--- src/isf_pkg.sv ---
package isf_pkg;

  // APB register byte offsets
  localparam logic [7:0] OFF_STATUS = 8'h00;
  localparam logic [7:0] OFF_TXBUF = 8'h04;
  localparam logic [7:0] OFF_RXBUF = 8'h08;
  localparam logic [7:0] OFF_CTRL = 8'h0c;
  localparam logic [7:0] OFF_MASK = 8'h10;

  // Status bit positions
  localparam int unsigned B_ACK = 15;
  localparam int unsigned B_TR = 14;
  localparam int unsigned B_ACK_WINDOW_FLAG = 13;
  localparam int unsigned B_BCL = 10;
  localparam int unsigned B_GC = 9;
  localparam int unsigned B_TEN_BIT_ADDR_MATCHED = 8;
  localparam int unsigned B_TX_WRITE_COLLISION = 7;
  localparam int unsigned B_OV = 6;
  localparam int unsigned B_STOP = 4;
  localparam int unsigned B_START = 3;
  localparam int unsigned B_RBF = 1;

  // Status geometry and masks
  localparam int unsigned ST_W = 16;
  localparam logic [15:0] ST_IMPL = 16'he7da;
  localparam logic [15:0] ST_W1C = 16'h24d8;
  localparam logic [15:0] ST_RESET = 16'h0000;

  // Control field positions
  localparam int unsigned C_MASTER = 0;
  localparam int unsigned C_GC_EN = 1;
  localparam int unsigned C_A10_EN = 2;
  localparam int unsigned C_ADDR_LO = 16;
  localparam int unsigned C_ADDR_HI = 25;

  // Bit counting along a byte
  localparam logic [3:0] CNT_ZERO = 4'h0;
  localparam logic [3:0] CNT_ONE = 4'h1;
  localparam logic [3:0] CNT_LAST_DATA = 4'h7;
  localparam logic [3:0] CNT_BYTE = 4'h8;
  localparam logic [3:0] CNT_ACK = 4'h9;

  // Address constants
  localparam logic [7:0] GC_ADDR = 8'h00;
  localparam logic [4:0] TEN_BIT_PREFIX = 5'h1e;

  // Control register image
  typedef struct packed {
    logic [9:0] own_addr;
    logic addr10_en;
    logic gc_en;
    logic master_mode;
  } isf_ctrl_t;

  // Synchronised bus events
  typedef struct packed {
    logic start;
    logic stop;
    logic scl_rise;
    logic scl_fall;
    logic sda;
  } isf_bus_ev_t;

  // Frame phase seen by the address matcher
  typedef enum logic [1:0] {
    PH_IDLE = 2'b00,
    PH_ADDR = 2'b01,
    PH_ADDR_LO = 2'b10,
    PH_DATA = 2'b11
  } isf_phase_t;

endpackage

--- src/isf_pin_sync.sv ---
`timescale 1ns/1ps
module isf_pin_sync (
  input wire logic clk,
  input wire logic rst,
  input wire logic ce,
  input wire logic scl_in,
  input wire logic sda_in,
  output isf_pkg::isf_bus_ev_t ev
);

  // First stage, read only by the second
  logic scl_m_q;
  logic sda_m_q;
  // Second stage, safe to use
  logic scl_s_q;
  logic sda_s_q;
  // Previous safe value for edge finding
  logic scl_p_q;
  logic sda_p_q;

  // Two-flop synchronisers; idle bus is high
  always_ff @(posedge clk or posedge rst) begin
    if (rst) begin
      scl_m_q <= 1'b1;
      sda_m_q <= 1'b1;
      scl_s_q <= 1'b1;
      sda_s_q <= 1'b1;
    end else if (ce) begin
      scl_m_q <= scl_in;
      sda_m_q <= sda_in;
      scl_s_q <= scl_m_q;
      sda_s_q <= sda_m_q;
    end
  end

  // History stage for edges
  always_ff @(posedge clk or posedge rst) begin
    if (rst) begin
      scl_p_q <= 1'b1;
      sda_p_q <= 1'b1;
    end else if (ce) begin
      scl_p_q <= scl_s_q;
      sda_p_q <= sda_s_q;
    end
  end

  // SDA moving while SCL stays high marks start or stop
  always_comb begin
    ev.start = scl_s_q && scl_p_q && sda_p_q && !sda_s_q;
    ev.stop = scl_s_q && scl_p_q && !sda_p_q && sda_s_q;
    ev.scl_rise = scl_s_q && !scl_p_q;
    ev.scl_fall = !scl_s_q && scl_p_q;
    ev.sda = sda_s_q;
  end

endmodule

--- src/isf_sticky.sv ---
`timescale 1ns/1ps
module isf_sticky #(
  parameter int unsigned W = 16,
  parameter logic [W-1:0] IMPL = '1
) (
  input wire logic clk,
  input wire logic rst,
  input wire logic ce,
  input wire logic [W-1:0] set,
  input wire logic [W-1:0] clr,
  output logic [W-1:0] q
);

  // One flag per bit; unimplemented bits stay zero
  for (genvar i = 0; i < W; i++) begin : g_bit
    if (IMPL[i]) begin : g_impl
      // Set beats clear so a same-cycle event survives
      always_ff @(posedge clk or posedge rst) begin
        if (rst) begin
          q[i] <= 1'b0;
        end else if (ce) begin
          if (set[i]) begin
            q[i] <= 1'b1;
          end else if (clr[i]) begin
            q[i] <= 1'b0;
          end
        end
      end
    end else begin : g_none
      assign q[i] = 1'b0;
    end
  end

endmodule

--- src/isf_status_flags.sv ---
// The APB interface to the registers and the register addresses were decided locally.
`timescale 1ns/1ps
// Summary of operation
// NACK sets, ACK clears result at ack end
// Busy flag high during 8 bits plus ACK
// Busy set on master transmit buffer write, cleared at ack end
// Slave: ack window set on 8th fall
// Slave: ack window cleared on 9th rise
// Master collision sets collision flag
// General call sets flag, stop clears it
// Ten-bit second byte match sets flag
// Busy transmit write rejected, collision flagged
// Byte into full receive buffer flags overflow
// Status bits 31-16, 12-11 read zero
// Hardware set beats software clear
module isf_status_flags (
  input wire logic clk,
  input wire logic rst,
  input wire logic ce,
  input wire logic [7:0] paddr,
  input wire logic psel,
  input wire logic penable,
  input wire logic pwrite,
  input wire logic [31:0] pwdata,
  output logic [31:0] prdata,
  output logic pready,
  output logic pslverr,
  input wire logic scl_in,
  input wire logic sda_in,
  output logic [7:0] tx_data,
  output logic tx_load,
  output logic irq
);

  // Synchronised bus events
  isf_pkg::isf_bus_ev_t ev;
  // Status flags and their drivers
  logic [15:0] st;
  logic [15:0] st_set;
  logic [15:0] st_clr;
  // Software registers
  isf_pkg::isf_ctrl_t ctrl_q;
  logic [15:0] mask_q;
  logic [7:0] rx_buf_q;
  logic [7:0] tx_buf_q;
  logic [7:0] tx_shift_q;
  logic tx_load_q;
  logic [31:0] prdata_q;
  logic pslverr_q;
  // Bit tracking on the bus
  logic [3:0] bit_cnt_q;
  logic [7:0] rx_shift_q;
  logic ack_smp_q;
  logic rw_q;
  isf_pkg::isf_phase_t phase_q;
  // Decoded events
  logic fall8;
  logic rise9;
  logic fall9;
  logic slave;
  logic acc;
  logic wr;
  logic rd;
  logic tx_wr;
  logic tx_busy;
  logic collide;
  logic a7_hit;
  logic gc_hit;
  logic a10_hi_hit;
  logic a10_lo_hit;
  logic rx_byte;
  logic mapped;

  // Pin synchronisers and edge finder
  isf_pin_sync u_sync (
    .clk(clk),
    .rst(rst),
    .ce(ce),
    .scl_in(scl_in),
    .sda_in(sda_in),
    .ev(ev)
  );

  // Status flags, one sticky cell each
  isf_sticky #(
    .W(isf_pkg::ST_W),
    .IMPL(isf_pkg::ST_IMPL)
  ) u_flags (
    .clk(clk),
    .rst(rst),
    .ce(ce),
    .set(st_set),
    .clr(st_clr),
    .q(st)
  );

  // APB decode; zero wait states
  assign acc = psel && penable;
  assign wr = acc && pwrite;
  assign rd = acc && !pwrite;
  assign pready = 1'b1;
  assign prdata = prdata_q;
  assign pslverr = pslverr_q;

  // Offsets this slave answers
  always_comb begin
    unique case (paddr)
      isf_pkg::OFF_STATUS, isf_pkg::OFF_TXBUF, isf_pkg::OFF_RXBUF,
      isf_pkg::OFF_CTRL, isf_pkg::OFF_MASK: mapped = 1'b1;
      default: mapped = 1'b0;
    endcase
  end

  // Mode and bus edges worth naming
  assign slave = !ctrl_q.master_mode;
  assign fall8 = ev.scl_fall && (bit_cnt_q == isf_pkg::CNT_BYTE);
  assign rise9 = ev.scl_rise && (bit_cnt_q == isf_pkg::CNT_BYTE);
  assign fall9 = ev.scl_fall && (bit_cnt_q == isf_pkg::CNT_ACK);

  // Transmit buffer writes and the busy window
  assign tx_busy = st[isf_pkg::B_TR];
  assign tx_wr = wr && (paddr == isf_pkg::OFF_TXBUF);

  // Released one while the line reads low: we lost
  assign collide = tx_busy && ev.scl_rise && (bit_cnt_q < isf_pkg::CNT_BYTE) &&
                   tx_shift_q[7] && !ev.sda;

  // Address comparisons on the completed byte
  assign a7_hit = !ctrl_q.addr10_en && (rx_shift_q[7:1] == ctrl_q.own_addr[6:0]);
  assign gc_hit = ctrl_q.gc_en && (rx_shift_q == isf_pkg::GC_ADDR);
  assign a10_hi_hit = ctrl_q.addr10_en &&
                      (rx_shift_q[7:3] == isf_pkg::TEN_BIT_PREFIX) &&
                      (rx_shift_q[2:1] == ctrl_q.own_addr[9:8]);
  assign a10_lo_hit = rx_shift_q == ctrl_q.own_addr[7:0];

  // A data byte written to us is complete
  assign rx_byte = slave && fall8 && (phase_q == isf_pkg::PH_DATA) && !rw_q;

  // Sets and clears of every status flag
  always_comb begin
    st_set = '0;
    st_clr = '0;
    // Software write-one-to-clear on clearable bits
    if (wr && (paddr == isf_pkg::OFF_STATUS)) begin
      st_clr = pwdata[15:0] & isf_pkg::ST_W1C;
    end
    // Acknowledge result written at end of master transmit ack
    if (tx_busy && fall9) begin
      st_set[isf_pkg::B_ACK] = ack_smp_q;
      st_clr[isf_pkg::B_ACK] = !ack_smp_q;
    end
    // Transmit in progress spans data and ack
    if (tx_wr && !tx_busy && ctrl_q.master_mode) begin
      st_set[isf_pkg::B_TR] = 1'b1;
    end
    if (tx_busy && (fall9 || collide)) begin
      st_clr[isf_pkg::B_TR] = 1'b1;
    end
    // Ack window, slave only
    if (slave && fall8 && (phase_q != isf_pkg::PH_IDLE)) begin
      st_set[isf_pkg::B_ACK_WINDOW_FLAG] = 1'b1;
    end
    if (rise9) begin
      st_clr[isf_pkg::B_ACK_WINDOW_FLAG] = 1'b1;
    end
    // Arbitration loss
    if (collide) begin
      st_set[isf_pkg::B_BCL] = 1'b1;
    end
    // Address results held until stop
    if (slave && fall8 && (phase_q == isf_pkg::PH_ADDR) && gc_hit) begin
      st_set[isf_pkg::B_GC] = 1'b1;
    end
    if (slave && fall8 && (phase_q == isf_pkg::PH_ADDR_LO) && a10_lo_hit) begin
      st_set[isf_pkg::B_TEN_BIT_ADDR_MATCHED] = 1'b1;
    end
    if (ev.stop) begin
      st_clr[isf_pkg::B_GC] = 1'b1;
      st_clr[isf_pkg::B_TEN_BIT_ADDR_MATCHED] = 1'b1;
    end
    // Rejected write into a busy transmit buffer
    if (tx_wr && tx_busy) begin
      st_set[isf_pkg::B_TX_WRITE_COLLISION] = 1'b1;
    end
    // Receive buffer full or overflow
    if (rx_byte && st[isf_pkg::B_RBF]) begin
      st_set[isf_pkg::B_OV] = 1'b1;
    end
    if (rx_byte) begin
      st_set[isf_pkg::B_RBF] = 1'b1;
    end
    if (rd && (paddr == isf_pkg::OFF_RXBUF)) begin
      st_clr[isf_pkg::B_RBF] = 1'b1;
    end
    // Start and stop indicators exclude each other
    if (ev.start) begin
      st_set[isf_pkg::B_START] = 1'b1;
      st_clr[isf_pkg::B_STOP] = 1'b1;
    end
    if (ev.stop) begin
      st_set[isf_pkg::B_STOP] = 1'b1;
      st_clr[isf_pkg::B_START] = 1'b1;
    end
  end

  // Control register
  always_ff @(posedge clk or posedge rst) begin
    if (rst) begin
      ctrl_q <= '0;
    end else if (ce && wr && (paddr == isf_pkg::OFF_CTRL)) begin
      ctrl_q.master_mode <= pwdata[isf_pkg::C_MASTER];
      ctrl_q.gc_en <= pwdata[isf_pkg::C_GC_EN];
      ctrl_q.addr10_en <= pwdata[isf_pkg::C_A10_EN];
      ctrl_q.own_addr <= pwdata[isf_pkg::C_ADDR_HI:isf_pkg::C_ADDR_LO];
    end
  end

  // Interrupt mask, same layout as status
  always_ff @(posedge clk or posedge rst) begin
    if (rst) begin
      mask_q <= '0;
    end else if (ce && wr && (paddr == isf_pkg::OFF_MASK)) begin
      mask_q <= pwdata[15:0] & isf_pkg::ST_IMPL;
    end
  end

  // Level interrupt from any enabled flag
  assign irq = |(st & mask_q);

  // Transmit buffer; busy writes never land
  always_ff @(posedge clk or posedge rst) begin
    if (rst) begin
      tx_buf_q <= '0;
      tx_load_q <= 1'b0;
    end else if (ce) begin
      tx_load_q <= 1'b0;
      if (tx_wr && !tx_busy) begin
        tx_buf_q <= pwdata[7:0];
        tx_load_q <= 1'b1;
      end
    end
  end

  assign tx_data = tx_buf_q;
  assign tx_load = tx_load_q;

  // Copy of the byte on the wire, msb is current bit
  always_ff @(posedge clk or posedge rst) begin
    if (rst) begin
      tx_shift_q <= '0;
    end else if (ce) begin
      if (tx_wr && !tx_busy) begin
        tx_shift_q <= pwdata[7:0];
      end else if (tx_busy && ev.scl_fall && (bit_cnt_q >= isf_pkg::CNT_ONE) &&
                   (bit_cnt_q <= isf_pkg::CNT_LAST_DATA)) begin
        // Next bit goes out while SCL is low
        tx_shift_q <= {tx_shift_q[6:0], 1'b0};
      end
    end
  end

  // Bit counter: rises counted, cleared after ack
  always_ff @(posedge clk or posedge rst) begin
    if (rst) begin
      bit_cnt_q <= isf_pkg::CNT_ZERO;
    end else if (ce) begin
      if (ev.start || ev.stop) begin
        bit_cnt_q <= isf_pkg::CNT_ZERO;
      end else if (ev.scl_rise && (bit_cnt_q < isf_pkg::CNT_ACK)) begin
        bit_cnt_q <= bit_cnt_q + isf_pkg::CNT_ONE;
      end else if (fall9) begin
        bit_cnt_q <= isf_pkg::CNT_ZERO;
      end
    end
  end

  // Receive shift register samples on SCL rise
  always_ff @(posedge clk or posedge rst) begin
    if (rst) begin
      rx_shift_q <= '0;
    end else if (ce && ev.scl_rise && (bit_cnt_q < isf_pkg::CNT_BYTE)) begin
      rx_shift_q <= {rx_shift_q[6:0], ev.sda};
    end
  end

  // Ack level seen on the ninth rise
  always_ff @(posedge clk or posedge rst) begin
    if (rst) begin
      ack_smp_q <= 1'b0;
    end else if (ce && rise9) begin
      ack_smp_q <= ev.sda;
    end
  end

  // Receive buffer keeps the old byte on overflow
  always_ff @(posedge clk or posedge rst) begin
    if (rst) begin
      rx_buf_q <= '0;
    end else if (ce && rx_byte && !st[isf_pkg::B_RBF]) begin
      rx_buf_q <= rx_shift_q;
    end
  end

  // Address phase tracking for slave matching
  always_ff @(posedge clk or posedge rst) begin
    if (rst) begin
      phase_q <= isf_pkg::PH_IDLE;
      rw_q <= 1'b0;
    end else if (ce) begin
      if (ev.stop) begin
        phase_q <= isf_pkg::PH_IDLE;
      end else if (ev.start) begin
        // Repeated start also reopens addressing
        phase_q <= isf_pkg::PH_ADDR;
      end else if (fall8) begin
        unique case (phase_q)
          isf_pkg::PH_ADDR: begin
            rw_q <= rx_shift_q[0];
            if (a10_hi_hit && !rx_shift_q[0]) begin
              phase_q <= isf_pkg::PH_ADDR_LO;
            end else if (a7_hit || gc_hit) begin
              phase_q <= isf_pkg::PH_DATA;
            end else begin
              // Not for us: sit out until the next start
              phase_q <= isf_pkg::PH_IDLE;
            end
          end
          isf_pkg::PH_ADDR_LO: begin
            phase_q <= a10_lo_hit ? isf_pkg::PH_DATA : isf_pkg::PH_IDLE;
          end
          isf_pkg::PH_DATA: begin
            phase_q <= isf_pkg::PH_DATA;
          end
          isf_pkg::PH_IDLE: begin
            phase_q <= isf_pkg::PH_IDLE;
          end
        endcase
      end
    end
  end

  // Read data and error captured in the setup cycle
  always_ff @(posedge clk or posedge rst) begin
    if (rst) begin
      prdata_q <= '0;
      pslverr_q <= 1'b0;
    end else if (ce && psel && !penable) begin
      pslverr_q <= !mapped;
      prdata_q <= '0;
      unique case (paddr)
        isf_pkg::OFF_STATUS: prdata_q <= {16'h0000, st};
        isf_pkg::OFF_TXBUF: prdata_q <= {24'h000000, tx_buf_q};
        isf_pkg::OFF_RXBUF: prdata_q <= {24'h000000, rx_buf_q};
        isf_pkg::OFF_CTRL: begin
          prdata_q[isf_pkg::C_MASTER] <= ctrl_q.master_mode;
          prdata_q[isf_pkg::C_GC_EN] <= ctrl_q.gc_en;
          prdata_q[isf_pkg::C_A10_EN] <= ctrl_q.addr10_en;
          prdata_q[isf_pkg::C_ADDR_HI:isf_pkg::C_ADDR_LO] <= ctrl_q.own_addr;
        end
        isf_pkg::OFF_MASK: prdata_q <= {16'h0000, mask_q};
        default: prdata_q <= '0;
      endcase
    end
  end

endmodule

--- config.mk ---
export PLATFORM = sky130hd
export DESIGN_NAME = isf_status_flags
export DESIGN_NICKNAME = d
export VERILOG_FILES = /design/src/isf_pkg.sv /design/src/isf_pin_sync.sv /design/src/isf_sticky.sv /design/src/isf_status_flags.sv
export SDC_FILE = /design/constraint.sdc
export NUM_CORES = 1
export LEC_CHECK = 0
export ABC_AREA = 1
export BUFFER_PORTS_ARGS = -buffer_cell sky130_fd_sc_hd__buf_2
export CORE_ASPECT_RATIO = 2
export CORE_MARGIN = 4
export CORE_UTILIZATION = 27
export CTS_CLUSTER_SIZE = 8
export DETAILED_ROUTE_END_ITERATION = 10
export GPL_ROUTABILITY_DRIVEN = 0
export PLACE_DENSITY = 0.56
export SYNTH_ARGS = -nofsm -noshare
export SYNTH_HDL_FRONTEND = slang
export SYNTH_SLANG_ARGS = --single-unit
--- constraint.sdc ---
create_clock -name clk -period 3.5 [get_ports clk]
set_clock_uncertainty 0.1 [all_clocks]
set_input_delay 0.525 -clock clk [delete_from_list [all_inputs] [get_ports clk]]
set_output_delay 0.525 -clock clk [all_outputs]
set_load 0.02 [all_outputs]
* Word level (Yosys, flattened, before mapping)
Index checks and enable logic that the tools add are counted.
** Storage, ports and cells
- Register bits :: 109
- Memory bits (writable) :: 0
- Latch bits :: 0
- Memories kept :: 0
- ROM bits :: 0
- Word-level logic and storage cells :: 218
- Output and inout bits :: 44
- Input bits :: 48
** Operators by class
- Multiplexer cells :: 58
- $lt $le $gt $ge :: 4
- Add/sub/neg operators :: 1
- Shift-type cells :: 0
- Div/mod/pow operators :: 0
- Reductions and logical operators :: 106
- Bitwise gates (word level) :: 3
- Equality and inequality tests :: 13
- Multipliers :: 0
** Operators with widths (number)
- $logic_and 1x1->1 :: 53
- $pmux 13 s4 :: 1
- $mux 1 :: 41
- $reduce_and 2->1 :: 15
- $reduce_bool 2->1 :: 13
- $and 16x16->16 :: 1
- $eq 8x4->1 const B :: 2
- $logic_not 8->1 :: 2
- $mux 8 :: 2
- $reduce_or 16->1 :: 1
- $pmux 3 s5 :: 1
- $logic_not 1->1 :: 14
- $mux 14 :: 1
- $mux 2 :: 7
- $mux 4 :: 3
- $mux 10 :: 1
- $eq 4x4->1 const B :: 2
- $eq 8x3->1 const B :: 1
- $eq 8x5->1 const B :: 1
- $eq 8x8->1 :: 1
- $lt 4x4->1 const B :: 2
- $pmux 2 s4 :: 1
- $eq 7x7->1 :: 1
- $reduce_bool 3->1 :: 2
- 12 further kinds :: 16

* Longest topological paths before layout
Gate-level depths: netlist of the first run.
- Depth after elaboration :: 11
- Gate-level depth with buffers :: 12
- Mapped depth without buffers :: 12

* Modules after synthesis
From an unflattened synthesis of the first run, not the netlist that was laid out.
** Unflattened totals
- Cells, all modules :: 715
- Area, all modules :: 5545.3 um2
** By module, submodules not included
- isf_status_flags :: times used 1, area an instance 4759.6 um2, cells an instance 613, seq. area each 2302.2 um2
- isf_sticky :: times used 1, area an instance 504.2 um2, cells an instance 64, seq. area each 275.3 um2
- isf_pin_sync :: times used 1, area an instance 281.5 um2, cells an instance 38, seq. area each 157.7 um2

* Worst setup path after synthesis of the first run
OpenSTA, ideal clock, no wires.
- Path type :: in2reg
- From :: input port ce
- To :: register rx_buf_q[0]
- Required time :: 3.280 ns
- Path buffers :: 2
- Slack :: 1.856 ns
- Arrival :: 1.424 ns
- Cell stages on the path :: 7
- Setup time :: 0.120 ns
- Path through :: buf_4 > inv_4 > nor4_4 > nand3_2 > buf_6 > nand2_1 > o21ai_2
** On the way
- Longest elaborated chain between the ends :: 2
** Ends and longest elaborated chain
- start, declared :: RTL line isf_status_flags.sv:19 : input wire logic ce,
- $logic_and 1x1->1 (2 in a row) :: RTL line isf_status_flags.sv:299 : end else if (ce && rx_byte && !st[isf_pkg::B_RBF]) begin
- end signal, assigned :: RTL line isf_status_flags.sv:300 : rx_buf_q <= rx_shift_q;
- end, declared :: RTL line isf_status_flags.sv:44 : logic [7:0] rx_buf_q;
No other way between the ends.
A chain may end at the register's enable or synchronous reset.

* Worst setup path after layout of the first run
- From :: register u_flags.q[9]
- To :: output port irq
** On the way
- Longest elaborated chain between the ends :: 2
** Ends and longest elaborated chain
- start, declared :: RTL line isf_sticky.sv:11 : output logic [W-1:0] q
- start signal, assigned by index :: RTL line isf_sticky.sv:20 : q[i] <= 1'b0;
- start signal, assigned by index :: RTL line isf_sticky.sv:23 : q[i] <= 1'b1;
- start signal, assigned by index :: RTL line isf_sticky.sv:25 : q[i] <= 1'b0;
- $and 16x16->16 :: RTL line isf_status_flags.sv:228 : assign irq = |(st & mask_q);
- $reduce_or 16->1 :: RTL line isf_status_flags.sv:228
- end, declared :: RTL line isf_status_flags.sv:32 : output logic irq
No other way between the ends.

==> run metrics, run 1 <==
Max Root-Sink Buffers 2; Register-to-Register Path Depth 7; crit end category output pin; Netlist Area Pre-Place 5450 µm²; RSZ-0062 raised after global routing no; CTS Hold Bufs 0; Synth cell types 46; Most common cell on crit path nand2_1; Total GRT Usage about 14%; Critical Path Source Type register; Layout Nets approximately 760; slowest cell on the critical path dfrtp_1; Synth Area in XOR/XNOR less than 1%; first-pass GRT wire length between 20000 and 25000 µm; Worst-Skew Late Latency 350 ps; Num CTS Buffers 9; CORE AREA approximately 20000 µm²; Fin. Hold Viols 0; Metal-1 WL between 5000 and 6000 µm; mux cell area share after synthesis 0.827%; number of global-route vias before repair about 4.5k; Final Max Tran Viols 0; initial antenna violation count 1; Peak VDD IR ~210 µV; largest family of logic cells by synthesized area simple AND/OR/NAND/NOR gates; area grow syn2layout 15.8%; Post-CTS Repair Setup Buffers 0; Top-Level Pins 92; critical path cell sequence nand2_1 -> nand2_1 -> a221oi_1 -> nand3_1 -> buf_2; residual DRC count 0; maxcap violations 0; Setup CP Type register to output pin; compound-cell area share of the yosys netlist between 10% and 20%; Top Layer Used met4; Buf/Inv on CP 1; Synth Area in Simple Gates a little over a quarter; metal2 WL 8420 µm; Final period util between 50% and 60%; # clock sinks between 100 and 150; Port Buffer Count 74; Reg area between 2000 and 3000 µm²; Vias/cell 4.56; area of the multi-input gates roughly 2300 µm²; flops & latches, synth 107; critical path fanouts, max 3; sequential fraction of the synthesis area 49.3%; DR WL met3 521 µm; pin count of the biggest net entering global routing 59; most frequent cells in the layout 204 x nand2_1, 101 x dfrtp_1, 74 x buf_2, 56 x inv_1, 39 x nand3_1; CTS tree built; H-tree depth 3; DRT Pass-1 Iters 4; final core occ a little under a third; CP max stage delay between 400 and 500 ps; HPWL after DPL approximately 12000 µm; HP Class input port to async pin; dpl ws roughly 1300 ps; Pleak 3.19 nW; 1st-iter DRT viols ~240; Post-DRT Antenna Nets 0; final setup margin ~1400 ps; grt ovf 0; Slew headroom 49.6%; drt total wl 15100 µm; asr flop ratio synth between 90% and 100%; Die H 209 µm; Final setup viols 0; DIE AREA between 20000 and 25000 µm²; share of layout cells above drive strength 1 between 20% and 30%; Reg clk slew, reported paths 70 ps; commonest non-fill, non-tap cell in the layout nand2_1; Rows between 70 and 80; crit-path leading delay family flip-flops; starting density of the core around 27%; # fillers 2153; WL per Instance roughly 15 µm; Final TNS setup 0 ps; Post-CTS Resized 0; arrival time worst endpoint around 1400 ps; mean area per synthesized cell roughly 8.5 µm²; Worst path depth 5; adder-cell share of the synthesized area less than 1%; die width ~110 µm; Synth Instances 640; worst slew pin tran 757 ps; Post-synth top flop dfrtp_1; pwr/cell area ~460 nW/µm²; WP data required about 2900 ps; Vias 4455; crit path time final about 2100 ps; status finished clean; CTS Root Buffer Type clkbuf_16; Post-synth EDFFs 0; FMAX ~480 MHz; Ys Warns 0
sequential cells by signal (all words and copies together) (netlist names), 2 cells and up:
name        flops
prdata         24
rx_buf_q        8
rx_shift_q      8
u_flags.q      11
mask_q         11
bit_cnt_q       4
ctrl_q         13
phase_q         2
tx_shift_q      8
tx_data         8
cell usage after synthesis (all sizes together) (2+ instances only):
cell    number  area share (%)
clkbuf       3            0.21
mux2         4            0.83
o21ai       75             8.3
xor2         2            0.32
o31ai        3            0.41
nand3       43             4.6
conb         2            0.14
a21o         4            0.55
a21oi       19             2.5
inv         63             4.4
a221oi       2            0.32
o22ai        2            0.23
ha           3            0.69
a31oi        2            0.51
nand2      208              15
o211ai       2            0.28
nor4         3            0.90
nor3         8             1.2
nor2        44             3.5
xnor2        4            0.64
dfstp        6             2.9
buf         24             3.5
dfrtp      101              46
nand4        9             1.3
per-stage QoR:
step | instance area [µm²] | instances | hold slack (ps) | power (mW)
6_report | 6310 | 976 | 193 | 2.93
2_1_floorplan | 5470 | 647 | 344 | 1.79
3_5_place_dp | 6020 | 961 | 356 | 1.94
3_3_place_gp | 6020 | 961 | 354 | 1.94
4_1_cts | 6300 | 975 | 235 | 2.96
5_1_grt | 6300 | 975 | 274 | 3.09
area by class of cell:
class,count,area share [%]
Antenna cell,1,0.0397
Clock inverter,2,0.595
Sequential cell,107,42.6
Multi-Input combinational cell,449,37.0
Inverter,64,3.97
Tap cell,262,5.20
Clock buffer,12,3.91
Timing Repair Buffer,79,6.67
path summary, 6_finish.rpt:
kind,start,end,slack [ps]
worst max-delay path,u_flags.q[9],irq,1440
worst min-delay path,rst,tx_data[4],190
worst max register to register,u_sync.scl_p_q,rx_buf_q[0],1620
worst min register to register,u_sync.scl_m_q,u_sync.scl_m_q,360
max in group asynchronous,rst,ctrl_q[7],2340
min in group clk,scl_in,u_sync.scl_m_q,280
cells by family after synthesis:
group	Yosys count
simple gates	315
compound gates	112
flops	107
buf+inv	91
xor+xnor	6
mux	4
fa+ha+maj	3
other cells	2
power by group:
part	leakage, nW	total [mW]	switching [mW]	internal [mW]
registers	1.39	1.45	0.106	1.34
logic	1.66	0.472	0.322	0.150
clock network	0.135	1.01	0.443	0.568
routing by layer:
metal | up-vias | track usage [%]
met5 | - | 0
met4 | 0 | 7.80
met3 | 32 | 2.07
met2 | 107 | 26.2
met1 | 2120 | 14.4
li1 | 2196 | -
Power figures use the tool's default switching activity.
==> run 2, diff against run 1 <==
--- a/config.mk
+++ b/config.mk
@@ -13,7 +13,7 @@
 export CTS_CLUSTER_SIZE = 8
 export DETAILED_ROUTE_END_ITERATION = 10
 export GPL_ROUTABILITY_DRIVEN = 0
-export PLACE_DENSITY = 0.56
+export PLACE_DENSITY = 0.54
 export SYNTH_ARGS = -nofsm -noshare
 export SYNTH_HDL_FRONTEND = slang
 export SYNTH_SLANG_ARGS = --single-unit
==> constraint.sdc (replaced) <==
create_clock -name clk -period 2 [get_ports clk]
set_clock_uncertainty 0.1 [all_clocks]
set_input_delay 0.3 -clock clk [delete_from_list [all_inputs] [get_ports clk]]
set_output_delay 0.3 -clock clk [all_outputs]
set_load 0.02 [all_outputs]
==> run 2 against run 1 <==
Against the previous run: register-to-register slack worse by 1400 ps; non-clock buffer count up 13; cell count rose by 1.3%; critical path type unchanged.
==> run metrics, run 2 (synthesis gave the netlist of run 1 again) <==
number of global-route vias before repair roughly 4.6k; Total Power about 5.3 mW; Die H about 210 µm; status finished clean; Rows 73; maxcap violations 0; commonest non-fill, non-tap cell in the layout nand2_1; pin count of the biggest net entering global routing 85; die width 108 µm; crit-path leading delay family flip-flops; # clock sinks roughly 110; residual DRC count 0; Diodes inserted 0; Register-to-Register Path Depth 7; Max Root-Sink Buffers 2; 1st-iter DRT viols approximately 200; Fin. Hold Viols 0; r2r startpoint bit_cnt_q[0]; CP max stage delay roughly 420 ps; cell area after layout 6440 µm²; CORE AREA roughly 20000 µm²; min-delay src sda_in; Num CTS Buffers 9; Port Buffer Count 74; HPWL after DPL between 10000 and 15000 µm; most frequent cells in the layout 204 x nand2_1, 101 x dfrtp_1, 74 x buf_2, 56 x inv_1, 39 x nand3_1; critical path cell sequence nand2_1 -> nand2_1 -> a221oi_1 -> nand3_1 -> buf_2; DP Area slightly above 6000 µm²; WP data required ~1600 ps; Worst-Skew Late Latency 350 ps; grt ovf 0; placed insts 973; starting density of the core approximately 27%; Peak VDD IR between 400 and 500 µV; Post-CTS Resized 0; Hold Slack 57.1 ps; Worst Hold Depth 3; RSZ-0062 raised after global routing no; FF-to-FF setup slack 250 ps; WL per Instance 15.6 µm; DRT Pass-1 Iters 4; Pleak 3.26 nW; crit path time final 1860 ps; Final period util slightly above 90%; Most common cell on crit path nand2_1; Post-DRT Antenna Nets 0; area grow syn2layout 18.2%; DIE AREA 22600 µm²; Hold Path Sink u_sync.sda_m_q; Final Max Tran Viols 0; CTS Root Buffer Type clkbuf_16; FMAX between 500 and 600 MHz; crit end category output pin; initial antenna violation count 0; arrival time worst endpoint 1460 ps; H-tree depth 3; Reg clk slew, reported paths approximately 70 ps; Final TNS setup 0 ps; critical path fanouts, max 3; Total GRT Usage 14.5%; Top-Level Pins 92; Worst path depth 5; Layout Nets ~770; Vias/cell roughly 4.5; share of layout cells above drive strength 1 24.1%; drt total wl roughly 15000 µm; CTS Hold Bufs 1; pwr/cell area 828 nW/µm²; Post-CTS Repair Setup Buffers 0; R2R Path End tx_shift_q[7]; Vias approximately 4.5k; Setup CP Type register to output pin; slowest cell on the critical path dfrtp_1; Buf/Inv on CP 1; HP Class input port to register; Critical Path Source Type register; CTS tree built; Non-Filler Instances between 900 and 1k; Final setup viols 0; max reg flops 24; first-pass GRT wire length 25000 µm
-- run 2: worst min-delay path: stages --
cell	delay [ps]
buf_2	100
nand2_1	50
nand2_1	50
-- run 2: stage by stage --
stage	setup WS [ps]	util [%]
floorplan	317	-
global placement	232	30.8
detailed placement	190	30.8
CTS	144	32.5
global route	45.2	32.5
finish	143	32.5
-- run 2: final cells by class --
cell class              instances  area [µm²]
repair buffers                 92         520
clock buffers                  11         243
fillers                      2120       13400
inverters                      64         251
multi-input cells             449        2340
well taps                     262         328
clock inverters                 4        73.8
flip-flops and latches        107        2690
-- run 2: metal layers --
layer	part of all wire (%)	GRT usage [%]	vias up	wire length, µm
met1	36	15.2	2150	5590
met5	0	0	-	0
met4	4.0	6.71	0	621
li1	-	-	2221	-
met3	3.1	1.58	26	479
met2	57	27.7	98	8760
-- run 2: where the power goes --
group,switching [mW],total (mW),internal [mW]
registers,0.193,2.54,2.35
logic,0.569,0.852,0.283
clock network,0.811,1.94,1.13
total,1.57,5.33,3.76
-- run 2: how the worst max path moves through the flow --
| stage | from | to | slack, ps |
|---|---|---|---|
| 2_1_floorplan | rst | ack_smp_q | 320 |
| 3_3_place_gp | paddr[5] | ctrl_q[3] | 230 |
| 3_5_place_dp | paddr[5] | ctrl_q[12] | 190 |
| 4_1_cts | u_flags.q[9] | irq | 140 |
| 5_1_grt | u_flags.q[9] | irq | 50 |
| 6_report | u_flags.q[9] | irq | 140 |
